--- config.mk ---
export PLATFORM = sky130hd
export DESIGN_NAME = uart_channel_baud_irq
export DESIGN_NICKNAME = d
export VERILOG_FILES = /design/src/design/uart_channel_baud_irq.v /design/src/design/char_fifo.v
export VERILOG_INCLUDE_DIRS = /design/src /design/src/design
export SDC_FILE = /design/constraint.sdc
export NUM_CORES = 1
export LEC_CHECK = 0
export ABC_AREA = 0
export BUFFER_PORTS_ARGS = -buffer_cell sky130_fd_sc_hd__buf_2
export CORE_MARGIN = 2
export CORE_UTILIZATION = 55
export DETAILED_ROUTE_END_ITERATION = 8
export PLACE_DENSITY = 0.73
export SLEW_MARGIN = 0
export SYNTH_ARGS = -nofsm -noshare
export SYNTH_HDL_FRONTEND = slang
export SYNTH_SLANG_ARGS = --single-unit
export TNS_END_PERCENT = 20
--- constraint.sdc ---
create_clock -name clk -period 5.46 [get_ports clk]
set_clock_uncertainty 0.05 [all_clocks]
set_input_delay 0.546 -clock clk [delete_from_list [all_inputs] [get_ports clk]]
set_output_delay 0.546 -clock clk [all_outputs]
set_load 0.005 [all_outputs]
--- src/design/uart_channel_defs.vh ---
// Purpose: Shared constants for the serial channel
// Assumes: Included by bare name from design files
// Notes:   Definitions only
`ifndef UART_CHANNEL_DEFS_VH
`define UART_CHANNEL_DEFS_VH

// Parity mode codes
`define PAR_EVEN        2'h0
`define PAR_ODD         2'h1
`define PAR_FORCE       2'h2
`define PAR_NONE        2'h3

// Channel mode codes
`define CH_NORMAL       2'h0
`define CH_ECHO         2'h1
`define CH_LOCAL_LOOP   2'h2
`define CH_REMOTE_LOOP  2'h3

// Request-to-send control codes
`define RTS_MANUAL      2'h0
`define RTS_BY_TX       2'h1
`define RTS_BY_RX       2'h2

// Interrupt status bit positions
`define IST_TX_READY    0
`define IST_RX_READY    1
`define IST_BREAK_CHG   2
`define IST_CTS_CHG     3

// Receive word field positions
`define RW_PE           8
`define RW_FE           9
`define RW_RB           10
`define RW_WIDTH        11

// Timing counts
`define PRESCALE_DIV    2
`define X16_PHASES      16
`define X16_MID         4'h7
`define X16_LAST        4'hf
`define FIFO_DEPTH      32

// Reset values
`define RST_LINE        1'b1
`define RST_STATUS      4'h0

`endif

--- src/design/uart_channel_baud_irq.v ---
// Purpose: One serial channel with baud timer, modes and interrupt request
// Assumes: Control bits arrive as plain ports from the owner logic
// Notes:   External clock and serial inputs pass a two-stage synchroniser
`timescale 1ns/1ps
`default_nettype none
`include "uart_channel_defs.vh"
module uart_channel_baud_irq #(
  parameter DEPTH = `FIFO_DEPTH,
  parameter AW    = 5
) (
  input  wire        clk,
  input  wire        rst,
  input  wire        rx_serial,
  output wire        tx_serial,
  output reg         rts_n_q,
  input  wire        cts_n,
  input  wire        external_timer_input,
  input  wire        tx_enable,
  input  wire        rx_enable,
  input  wire [1:0]  data_bits_sel,
  input  wire [1:0]  parity_mode,
  input  wire        parity_force_val,
  input  wire        multidrop_mode,
  input  wire [5:0]  stop_len16,
  input  wire        stop_two_x1,
  input  wire [1:0]  channel_mode,
  input  wire        send_break,
  input  wire        cts_enable,
  input  wire [1:0]  rts_control,
  input  wire        rts_manual,
  input  wire        rx_clk_ext,
  input  wire        tx_clk_ext,
  input  wire        ext_x1,
  input  wire [7:0]  baud_preload_first,
  input  wire [7:0]  baud_preload_second,
  input  wire [7:0]  tx_data,
  input  wire        tx_valid,
  output wire        tx_ready,
  output wire        tx_empty,
  input  wire        rx_read,
  output reg  [7:0]  rx_data_q,
  output reg  [2:0]  rx_err_q,
  output wire        rx_ready,
  output wire        rx_fifo_full,
  output reg         overrun_q,
  input  wire        overrun_clr,
  output reg         break_active_q,
  input  wire [3:0]  interrupt_mask_reg,
  input  wire [3:0]  status_clr,
  output wire [3:0]  interrupt_status_reg,
  output wire        irq_n,
  input  wire        iack,
  input  wire        vector_enable,
  input  wire [7:0]  interrupt_vector_reg,
  output reg  [7:0]  iack_vector_q,
  output reg         iack_vector_valid_q
);
  localparam S_IDLE  = 3'h0;
  localparam S_START = 3'h1;
  localparam S_DATA  = 3'h2;
  localparam S_PAR   = 3'h3;
  localparam S_STOP  = 3'h4;

  // Synchronisers
  reg [1:0] ext_s_q, rxd_s_q, cts_s_q;
  reg       ext_prev_q, cts_prev_q, rx_prev_q;
  wire      rx_line;
  always @(posedge clk or posedge rst) begin
    if (rst) begin
      ext_s_q    <= 2'h0;
      rxd_s_q    <= 2'h3;
      cts_s_q    <= 2'h3;
      ext_prev_q <= 1'b0;
      cts_prev_q <= 1'b1;
      rx_prev_q  <= 1'b1;
    end else begin
      ext_s_q    <= {ext_s_q[0], external_timer_input};
      rxd_s_q    <= {rxd_s_q[0], rx_serial};
      cts_s_q    <= {cts_s_q[0], cts_n};
      ext_prev_q <= ext_s_q[1];
      cts_prev_q <= cts_s_q[1];
      rx_prev_q  <= rx_line;
    end
  end
  wire ext_rise = ext_s_q[1] && !ext_prev_q;
  wire ext_fall = !ext_s_q[1] && ext_prev_q;
  wire line_in  = rxd_s_q[1];

  // Baud timer
  reg [7:0]  presc_q;
  reg [15:0] timer_q;
  reg        half_q;
  wire       presc_tick = (presc_q == `PRESCALE_DIV - 1);
  wire       timer_zero = presc_tick && (timer_q == 16'h0000);
  wire       timer_tick = timer_zero && half_q;
  always @(posedge clk or posedge rst) begin
    if (rst) begin
      presc_q <= 8'h00;
      timer_q <= 16'h0000;
      half_q  <= 1'b0;
    end else begin
      presc_q <= presc_tick ? 8'h00 : presc_q + 8'h01;
      if (timer_zero) begin
        timer_q <= {baud_preload_first, baud_preload_second};
        half_q  <= !half_q;
      end else if (presc_tick) begin
        timer_q <= timer_q - 16'h0001;
      end
    end
  end
  wire tx_t16 = tx_clk_ext ? ext_rise : timer_tick;
  wire rx_t16 = rx_clk_ext ? ext_rise : timer_tick;
  wire tx_x1  = tx_clk_ext && ext_x1;
  wire rx_x1  = rx_clk_ext && ext_x1;

  // Character format
  wire [3:0] nbits   = {2'b00, data_bits_sel} + 4'h5;
  wire [7:0] dmask   = 8'hff >> (4'h8 - nbits);
  wire       has_par = multidrop_mode || (parity_mode != `PAR_NONE);

  // Transmitter
  reg [2:0] tx_st_q;
  reg [7:0] hold_q, shift_q;
  reg       hold_full_q, txo_q, tx_par_q, rts_hold_q;
  reg [3:0] tx_ph_q, tx_cnt_q;
  reg [5:0] tx_stop_q;
  wire      tx_step = tx_x1 ? ext_fall : (tx_t16 && tx_ph_q == `X16_LAST);
  wire      cts_ok  = !cts_enable || !cts_s_q[1];
  wire      stop_u  = tx_x1 ? ext_fall : tx_t16;
  wire [5:0] stop_n = tx_x1 ? (stop_two_x1 ? 6'h02 : 6'h01) : stop_len16;
  assign tx_ready = tx_enable && !hold_full_q;
  assign tx_empty = !hold_full_q && (tx_st_q == S_IDLE);
  always @(posedge clk or posedge rst) begin
    if (rst) begin
      tx_st_q     <= S_IDLE;
      hold_q      <= 8'h00;
      shift_q     <= 8'h00;
      hold_full_q <= 1'b0;
      txo_q       <= `RST_LINE;
      tx_par_q    <= 1'b0;
      tx_ph_q     <= 4'h0;
      tx_cnt_q    <= 4'h0;
      tx_stop_q   <= 6'h00;
    end else begin
      if (tx_valid && tx_ready) begin
        hold_q      <= tx_data;
        hold_full_q <= 1'b1;
      end
      if (tx_t16) begin
        tx_ph_q <= tx_ph_q + 4'h1;
      end
      case (tx_st_q)
        S_IDLE: begin
          txo_q <= 1'b1;
          if (hold_full_q && tx_enable && cts_ok && tx_step) begin
            shift_q     <= hold_q & dmask;
            hold_full_q <= 1'b0;
            tx_par_q    <= multidrop_mode ? parity_force_val
                         : (parity_mode == `PAR_FORCE) ? parity_force_val
                         : ((^(hold_q & dmask)) ^ (parity_mode == `PAR_ODD));
            txo_q       <= 1'b0;
            tx_cnt_q    <= 4'h0;
            tx_st_q     <= S_DATA;
          end
        end
        S_DATA: begin
          if (tx_step) begin
            txo_q    <= shift_q[0];
            shift_q  <= {1'b0, shift_q[7:1]};
            tx_cnt_q <= tx_cnt_q + 4'h1;
            if (tx_cnt_q == nbits) begin
              txo_q   <= has_par ? tx_par_q : 1'b1;
              tx_st_q <= has_par ? S_PAR : S_STOP;
            end
            tx_stop_q <= 6'h00;
          end
        end
        S_PAR: begin
          if (tx_step) begin
            txo_q   <= 1'b1;
            tx_st_q <= S_STOP;
          end
        end
        default: begin
          if (stop_u) begin
            tx_stop_q <= tx_stop_q + 6'h01;
          end
          if (tx_stop_q + 6'h01 >= stop_n) begin
            tx_ph_q <= `X16_LAST;
            tx_st_q <= S_IDLE;
          end
        end
      endcase
    end
  end
  wire tx_bits = (tx_st_q == S_IDLE && !tx_enable) ? 1'b1 : txo_q;
  assign tx_serial = (channel_mode == `CH_LOCAL_LOOP) ? 1'b1
                   : (channel_mode == `CH_ECHO ||
                      channel_mode == `CH_REMOTE_LOOP) ? line_in
                   : send_break ? 1'b0 : tx_bits;
  assign rx_line = (channel_mode == `CH_LOCAL_LOOP) ? tx_bits : line_in;

  // Receiver
  reg [2:0]  rx_st_q;
  reg [3:0]  rx_ph_q, rx_cnt_q;
  reg [7:0]  rx_sh_q;
  reg        rx_par_q, rx_ad_q, rx_push_q, rx_any1_q;
  reg [`RW_WIDTH-1:0] rx_word_q;
  wire       rx_on     = rx_enable && (channel_mode != `CH_REMOTE_LOOP);
  wire       rx_sample = rx_x1 ? ext_rise : (rx_t16 && rx_ph_q == `X16_MID);
  wire       fifo_in_ready, fifo_out_valid;
  wire [`RW_WIDTH-1:0] fifo_out;
  always @(posedge clk or posedge rst) begin
    if (rst) begin
      rx_st_q        <= S_IDLE;
      rx_ph_q        <= 4'h0;
      rx_cnt_q       <= 4'h0;
      rx_sh_q        <= 8'h00;
      rx_par_q       <= 1'b0;
      rx_ad_q        <= 1'b0;
      rx_any1_q      <= 1'b0;
      rx_push_q      <= 1'b0;
      rx_word_q      <= {`RW_WIDTH{1'b0}};
      break_active_q <= 1'b0;
    end else begin
      rx_push_q <= 1'b0;
      if (rx_t16) begin
        rx_ph_q <= rx_ph_q + 4'h1;
      end
      if (break_active_q && rx_line) begin
        break_active_q <= 1'b0;
      end
      case (rx_st_q)
        S_IDLE: begin
          rx_ph_q <= 4'h0;
          if (rx_on && !break_active_q && !rx_line && (rx_prev_q || rx_x1)) begin
            rx_st_q <= S_START;
          end
        end
        S_START: begin
          if (rx_sample) begin
            rx_st_q   <= rx_line ? S_IDLE : S_DATA;
            rx_cnt_q  <= 4'h0;
            rx_par_q  <= 1'b0;
            rx_any1_q <= 1'b0;
          end
        end
        S_DATA: begin
          if (rx_sample) begin
            rx_sh_q   <= {rx_line, rx_sh_q[7:1]};
            rx_par_q  <= rx_par_q ^ rx_line;
            rx_any1_q <= rx_any1_q | rx_line;
            rx_cnt_q  <= rx_cnt_q + 4'h1;
            if (rx_cnt_q + 4'h1 == nbits) begin
              rx_st_q <= has_par ? S_PAR : S_STOP;
            end
          end
        end
        S_PAR: begin
          if (rx_sample) begin
            rx_ad_q   <= rx_line;
            rx_any1_q <= rx_any1_q | rx_line;
            rx_par_q  <= (parity_mode == `PAR_FORCE) ? (rx_line != parity_force_val)
                       : (rx_par_q ^ rx_line ^ (parity_mode == `PAR_ODD));
            rx_st_q   <= S_STOP;
          end
        end
        default: begin
          if (rx_sample) begin
            rx_word_q[7:0]     <= rx_sh_q >> (4'h8 - nbits);
            rx_word_q[`RW_PE]  <= multidrop_mode ? rx_ad_q
                                : has_par && rx_par_q;
            rx_word_q[`RW_FE]  <= !rx_line;
            rx_word_q[`RW_RB]  <= !rx_line && !rx_any1_q;
            if (!rx_line && !rx_any1_q) begin
              break_active_q <= 1'b1;
            end
            rx_push_q <= !multidrop_mode || rx_ad_q;
            rx_st_q   <= S_IDLE;
          end
        end
      endcase
    end
  end

  char_fifo #(
    .WIDTH (`RW_WIDTH),
    .DEPTH (DEPTH),
    .AW    (AW)
  ) u_rx_fifo (
    .clk       (clk),
    .rst       (rst),
    .in_data   (rx_word_q),
    .in_valid  (rx_push_q),
    .in_ready  (fifo_in_ready),
    .out_data  (fifo_out),
    .out_valid (fifo_out_valid),
    .out_ready (rx_read),
    .full      (rx_fifo_full)
  );
  assign rx_ready = fifo_out_valid;

  // Read data, overrun, handshake lines, status
  reg  [3:0] ist_q;
  reg        brk_prev_q;
  wire [3:0] ist_set;
  assign ist_set[`IST_TX_READY]  = 1'b0;
  assign ist_set[`IST_RX_READY]  = 1'b0;
  assign ist_set[`IST_BREAK_CHG] = break_active_q != brk_prev_q;
  assign ist_set[`IST_CTS_CHG]   = cts_s_q[1] != cts_prev_q;
  assign interrupt_status_reg = {ist_q[3:2], fifo_out_valid, tx_ready};
  assign irq_n = ~|(interrupt_status_reg & interrupt_mask_reg);
  always @(posedge clk or posedge rst) begin
    if (rst) begin
      rx_data_q           <= 8'h00;
      rx_err_q            <= 3'h0;
      overrun_q           <= 1'b0;
      ist_q               <= `RST_STATUS;
      brk_prev_q          <= 1'b0;
      rts_n_q             <= 1'b1;
      rts_hold_q          <= 1'b0;
      iack_vector_q       <= 8'h00;
      iack_vector_valid_q <= 1'b0;
    end else begin
      brk_prev_q <= break_active_q;
      if (rx_read && fifo_out_valid) begin
        rx_data_q <= fifo_out[7:0];
        rx_err_q  <= fifo_out[`RW_RB:`RW_PE];
      end
      if (rx_push_q && !fifo_in_ready) begin
        overrun_q <= 1'b1;
      end else if (overrun_clr) begin
        overrun_q <= 1'b0;
      end
      ist_q <= ist_set | (ist_q & ~status_clr);
      if (tx_st_q != S_IDLE) begin
        rts_hold_q <= 1'b1;
      end else if (tx_empty) begin
        rts_hold_q <= 1'b0;
      end
      case (rts_control)
        `RTS_BY_TX: rts_n_q <= !(rts_manual || (rts_hold_q && !tx_empty));
        `RTS_BY_RX: rts_n_q <= rx_fifo_full;
        default:    rts_n_q <= !rts_manual;
      endcase
      iack_vector_valid_q <= iack && vector_enable;
      iack_vector_q       <= (iack && vector_enable) ? interrupt_vector_reg : 8'h00;
    end
  end
endmodule // uart_channel_baud_irq
`default_nettype wire

--- src/design/char_fifo.v ---
// Purpose: Synchronous FIFO with valid and ready on both sides
// Assumes: Single clock, DEPTH a power of two
// Notes:   Output data is the head word, registered storage
`timescale 1ns/1ps
`default_nettype none
module char_fifo #(
  parameter WIDTH = 11,
  parameter DEPTH = 32,
  parameter AW    = 5
) (
  input  wire             clk,
  input  wire             rst,
  input  wire [WIDTH-1:0] in_data,
  input  wire             in_valid,
  output wire             in_ready,
  output wire [WIDTH-1:0] out_data,
  output wire             out_valid,
  input  wire             out_ready,
  output wire             full
);
  reg [WIDTH-1:0] mem [0:DEPTH-1];
  reg [AW-1:0]    wr_q;
  reg [AW-1:0]    rd_q;
  reg [AW:0]      cnt_q;
  wire            push;
  wire            pop;

  assign full      = (cnt_q == DEPTH);
  assign in_ready  = !full;
  assign out_valid = (cnt_q != 0);
  assign out_data  = mem[rd_q];
  assign push      = in_valid && in_ready;
  assign pop       = out_valid && out_ready;

  always @(posedge clk) begin
    if (push) begin
      mem[wr_q] <= in_data;
    end
  end

  always @(posedge clk or posedge rst) begin
    if (rst) begin
      wr_q  <= {AW{1'b0}};
      rd_q  <= {AW{1'b0}};
      cnt_q <= {(AW+1){1'b0}};
    end else begin
      if (push) begin
        wr_q <= wr_q + 1'b1;
      end
      if (pop) begin
        rd_q <= rd_q + 1'b1;
      end
      if (push && !pop) begin
        cnt_q <= cnt_q + 1'b1;
      end else if (pop && !push) begin
        cnt_q <= cnt_q - 1'b1;
      end
    end
  end
endmodule // char_fifo
`default_nettype wire

# ---- Word-level counts from Yosys, hierarchy flattened
# Memories as Yosys holds them, arrays and structs flattened. A register that Yosys moved wholly into a read port is not among the register bits.
# Cells that the tools add are included.
dict set report totals {
  input_bits 75
  ram_bits 352
  out_inout_bits 33
  n_memories 1
  elab_cells 270
  reg_bits 138
}
dict set report classes {
  eq_ne 33
  n_reduce_logical 89
  shifts 2
  n_lt_le_gt_ge 1
  n_bitwise 11
  n_mux 82
  add_sub_neg 13
}
# memory words word_bits rd rd_clocked_by_memory_dff wr line
set memory_table {}
lappend memory_table {u_rx_fifo.mem 32 11 1 1 1 char_fifo.v:21} ;# reg [WIDTH-1:0] mem [0:DEPTH-1];
# cell count
set op_table {}
lappend op_table {{1-bit two-way mux} 38}
lappend op_table {{3-bit two-way mux} 12}
lappend op_table {{4-bit two-way mux} 9}
lappend op_table {{16-bit two-way mux} 2}
lappend op_table {{8-bit two-way mux} 4}
lappend op_table {{6-bit two-way mux} 5}
lappend op_table {{1-bit logical AND} 29}
lappend op_table {{2-bit != test (second input constant)} 10}
lappend op_table {{2-bit nonzero test} 10}
lappend op_table {{1-bit zero test} 18}
lappend op_table {{4-bit by 1-bit adder with 4-bit output (second input constant)} 4}
lappend op_table {{16-bit zero test} 1}
lappend op_table {{4-bit case mux with 2 select lines} 2}
lappend op_table {{8-bit case mux with 2 select lines} 1}
lappend op_table {{16-bit by 1-bit subtractor with 16-bit output (second input constant)} 1}
lappend op_table {{3-bit AND reduction} 5}
lappend op_table {{6-bit by 1-bit adder with 6-bit output (second input constant)} 2}
lappend op_table {{3-bit by 2-bit equality test with 1-bit output (second input constant)} 4}
lappend op_table {{3-bit case mux with 4 select lines} 1}
lappend op_table {{6-bit case mux with 2 select lines} 1}
lappend op_table {{5-bit by 1-bit adder with 5-bit output (second input constant)} 2}
lappend op_table {{3-bit case mux with 3 select lines} 1}
lappend op_table {{3-bit nonzero test} 3}
lappend op_table {{8-bit by 1-bit adder with 8-bit output (second input constant)} 1}
lappend op_table {{38 further kinds} 65}

# ---- Depth between registers and ports, before layout
dict set report logic_depth {
  word_depth 9
  mapped_depth 14
  depth_no_buf 13
}

# ---- Cells and area by module
# A second synthesis with hierarchy kept.
dict set report unflattened {
  cells_unflattened 1343
  hier_area_um2 21230.4
}
# mod area_per_inst_um2 seq_area_each_um2 instances cells_per_inst
set modules_own_cells {}
lappend modules_own_cells {char_fifo 14531.4 10970.5 1 712}
lappend modules_own_cells {uart_channel_baud_irq 6698.9 3288.2 1 631}

# ---- Worst setup path after synthesis
# No wires, ideal clock.
dict set report synth_timing {
  path_type {register to register}
  from {register u_rx_fifo.cnt_q[1]}
  to {register u_rx_fifo.cnt_q[5]}
  n_path_buf 1
  period_less_slack_ps 3489
  setup_time_ps 130
  slack_ps 1971
  t_required_ps 5280
  stages_incl_launch_ff 15
  arrival_time_ps 3308
  cell_sequence {dfrtp_1 or4_1 or3_1 and2_1 inv_1 buf_1 ha_1 inv_1 ha_1 a21o_1 a21oi_1 nor2_1 nand3_1 o211ai_1 xor2_1}
}
dict set report synth_between {
  elab_cells_between_ends 14
  cone_classes {add/sub (2); eq/ne (1); mux (2); reduce/logical (9)}
}
# item line
set synth_rtl {}
lappend synth_rtl {{from (decl)} char_fifo.v:24} ;# reg [AW:0] cnt_q;
lappend synth_rtl {{from (signal assigned)} char_fifo.v:45} ;# cnt_q <= {(AW+1){1'b0}};
lappend synth_rtl {{from (signal assigned)} char_fifo.v:54} ;# cnt_q <= cnt_q + 1'b1;
lappend synth_rtl {{from (signal assigned)} char_fifo.v:56} ;# cnt_q <= cnt_q - 1'b1;
lappend synth_rtl {{6-bit nonzero test *} char_fifo.v:30} ;# assign out_valid = (cnt_q != 0);
lappend synth_rtl {{via rx_ready} uart_channel_baud_irq.v:43} ;# output wire rx_ready,
lappend synth_rtl {{1-bit logical AND *} char_fifo.v:33} ;# assign pop = out_valid && out_ready;
lappend synth_rtl {{1-bit zero test} char_fifo.v:53} ;# if (push && !pop) begin
lappend synth_rtl {{1-bit logical AND} char_fifo.v:53}
lappend synth_rtl {{6-bit two-way mux or 2-bit nonzero test (tied branches)} n/a}
# Mark *: on every way through the listed nets, which the timed path passes. The rest lies on a longest branch. The select of a mux whose other input is x is not followed.
# A chain may end at the register's enable or synchronous reset.

# ---- Worst setup path in the final report
dict set report layout_timing {
  from {register u_rx_fifo.cnt_q[1]}
  to {register u_rx_fifo.cnt_q[5]}
}
dict set report layout_between {
  elab_chain_cells 6
  elab_cells_between_ends 14
  cone_classes {add/sub (2); eq/ne (1); mux (2); reduce/logical (9)}
}
# item
set layout_rtl {}
lappend layout_rtl {{branches (longest 6 deep; another with 6-bit by 1-bit subtractor with 6-bit output)}}
# Parallel ways; which one is timed is not known. The select of a mux whose other input is x is not followed.

==> flow_summary.json <==
{
  "outcome": "finished, final reports clean",
  "final_nets": 1542,
  "slew_headroom": 0.185,
  "synthMuxAreaShare": 0.123,
  "slew_violations": 0,
  "antenna_found_initial": 2,
  "setup_viol": 0,
  "synthCells": 1329,
  "placed_area_sq_um": 21900,
  "place_congestion": 0.875,
  "ys_types": 73,
  "die_area_sq_um": 39600,
  "grt_pass1_vias": 11875,
  "clk_pin_slew_ns": 0.06,
  "cts_buffers": 51,
  "synthSimpleGateAreaFrac": 0.0762,
  "synth_fa_ha_area_frac": 0.0189,
  "hold_violations": 0,
  "crit_fanout": 25,
  "synth.avg_cell_area_sq_um": 15.7,
  "rsz0062_at_grt": "false",
  "grt.overflow.total": 0,
  "setup_slack_ns": 1.36,
  "grt_usage": 0.224,
  "synth_flop_cell": "edfxtp_1",
  "clk_latency_ns": 0.59,
  "whs_ns": 0.0238,
  "path_buf_inv": 2,
  "synth_top_cell_area_share": 0.505,
  "power.leakage_nw": 9.00,
  "cts_setup_buffers": 0,
  "grt_pass1_wl_um": 67500,
  "synth_largest_area_cell": "edfxtp_1",
  "clock-sinks": 499,
  "arrival_ns": 4.50,
  "drv_cap": 0,
  "cts.repair.resized": 0,
  "wl_per_cell_um": 21.5,
  "finish.instance_area_sq_um": 23600,
  "die-height_um": 199,
  "cp_slowest_cell": "inv_1",
  "root_buffer": "clkbuf_16",
  "io_pins": 108,
  "num_rows": 71,
  "ant_nets": 0,
  "grt_start_max_net_pins": 90,
  "multi_input_area_sq_um": 6310,
  "core_sq_um": 37600,
  "cts_buffer_depth": 3,
  "synth-xor-area-share": 0.0197,
  "hp-class": "in -> reg",
  "yosysMostFrequentCell": "edfxtp_1",
  "worstSetupPathType": "reg -> reg",
  "synth_seq_cells": 499,
  "crit_path_max_incr_delay_ns": 0.65,
  "syn_nets": 1435,
  "crit_required_ns": 5.86,
  "peakVddDrop_v": 0.000294,
  "nFillCells": 2732,
  "synth_warnings": 0,
  "drt_iter0_drc": 1038,
  "post-place-ws_ns": 1.39,
  "period_needed_ns": 4.10,
  "tightestPinTransition_ns": 1.22,
  "tritoncts": "done",
  "start_util": 0.557,
  "p_total_mw": 10.2,
  "synth_edf_count": 352,
  "startpoint_type": "flop",
  "vias_per_cell": 5.98,
  "ys_top_cells_by_count": "352 x edfxtp_1, 139 x dfrtp_1, 99 x nand2_1",
  "drc": 0,
  "layout-drive-gt1-share": 0.227,
  "routed_wl_um": 42800,
  "fin_setup_tns_ns": 0,
  "io_buffers": 105,
  "cp_top_family": "simple AND/OR/NAND/NOR gates",
  "area_growth_syn_to_layout_pct": 12.9,
  "ys_seq_area_frac": 0.681,
  "powerDensity_nw_per_um2": 430,
  "die_w_um": 199,
  "htree_levels": 2,
  "max_freq_mhz": 244,
  "synth_top_family_by_area": "multiplexers",
  "dp_hpwl_um": 26900,
  "synth_compound_area_frac": 0.0643,
  "crit_path_end_kind": "flop",
  "period_share": 0.751,
  "regArea_sq_um": 14300,
  "async_reset_ff_frac": 0.295,
  "synth_area_leaders": "edfxtp_1 51%, dfrtp_1 17%, mux4_2 10%, ha_1 1.8%, nand2_1 1.8%",
  "drtPass1Iterations": 5,
  "syn-cell-area_sq_um": 20900,
  "num_vias": 11893,
  "holdBufCountCts": 0,
  "worstPathCellList": "or4_1, or3_1, and2_1, inv_1, ha_1, inv_1, ha_1, a21o_1, a21oi_1, nor2_1, nand3_1, o211ai_1, xor2_1"
}
metrics by stage:
stage / utilization / instances
CTS: 0.629 / 1988
detailed placement: 0.584 / 1894
floorplan: - / 1329
finish: 0.629 / 1989
global route: 0.629 / 1988
global placement: 0.584 / 1894
cell usage in the layout (no fill, tap or decap), types with 30 or more instances in the layout:
master,count
nor2_1,73
clkbuf_16,52
inv_1,32
xnor2_1,34
nand2_1,99
a21oi_1,40
o22ai_1,43
dfrtp_1,137
mux4_2,94
ha_1,30
buf_2,105
edfxtp_1,352
o21ai_0,69
flip-flops by register name (all words and copies together) (netlist names), 3 cells and up:
| register | flops |
|---|---|
| hold_q | 8 |
| iack_vector_q | 8 |
| presc_q | 8 |
| rx_cnt_q | 4 |
| rx_data_q | 8 |
| rx_err_q | 3 |
| rx_ph_q | 4 |
| rx_sh_q | 8 |
| rx_st_q | 3 |
| rx_word_q | 11 |
| shift_q | 8 |
| timer_q | 16 |
| tx_cnt_q | 4 |
| tx_ph_q | 4 |
| tx_st_q | 3 |
| tx_stop_q | 6 |
| u_rx_fifo.cnt_q | 6 |
| u_rx_fifo.mem | 352 |
| u_rx_fifo.rd_q | 5 |
| u_rx_fifo.wr_q | 5 |
where the power goes:
group | internal, mW | switching [mW] | total, mW | leakage (nW)
Sequential | 4.35 | 0.546 | 4.90 | 5.35
Combinational | 0.932 | 0.865 | 1.80 | 2.82
Clock | 2.04 | 1.43 | 3.46 | 0.836
final cells by class:
type                       count  area share
sequential                   499       0.604
tap                          511      0.0270
clock inverter                26      0.0115
inverter                      33     0.00545
multi-input combinational    740       0.267
timing repair buffer         111      0.0247
clock buffer                  68      0.0606
antenna                        1    0.000106
worst paths after layout:
path / start / to / slack (ns) / cells past startpoint
max: u_rx_fifo.cnt_q[1] / u_rx_fifo.cnt_q[5] / 1.36 / 13
min: cts_n / cts_s_q[0] / 0.02 / 1
max reg2reg: u_rx_fifo.cnt_q[1] / u_rx_fifo.cnt_q[5] / 1.36 / 13
min reg2reg: rxd_s_q[0] / rxd_s_q[1] / 0.31 / 0
max in group asynchronous: rst / rx_word_q[1] / 3.97 / 3
min in group asynchronous: rst / u_rx_fifo.cnt_q[1] / 0.08 / 2
routing by layer:
metal / up-vias / routed length, um / track usage
met4: 0 / 1190 / 0.0763
met2: 404 / 21000 / 0.367
met1: 6046 / 18400 / 0.313
met3: 68 / 2290 / 0.0327
met5: - / 0 / 0
li1: 5375 / - / -
cell families after synthesis:
logic type      after synthesis
mux                         136
compound gates              216
fa+ha+maj                    31
flops                       499
simple gates                310
buf+inv                      90
xor+xnor                     47
(Power assumes the default switching activity.)
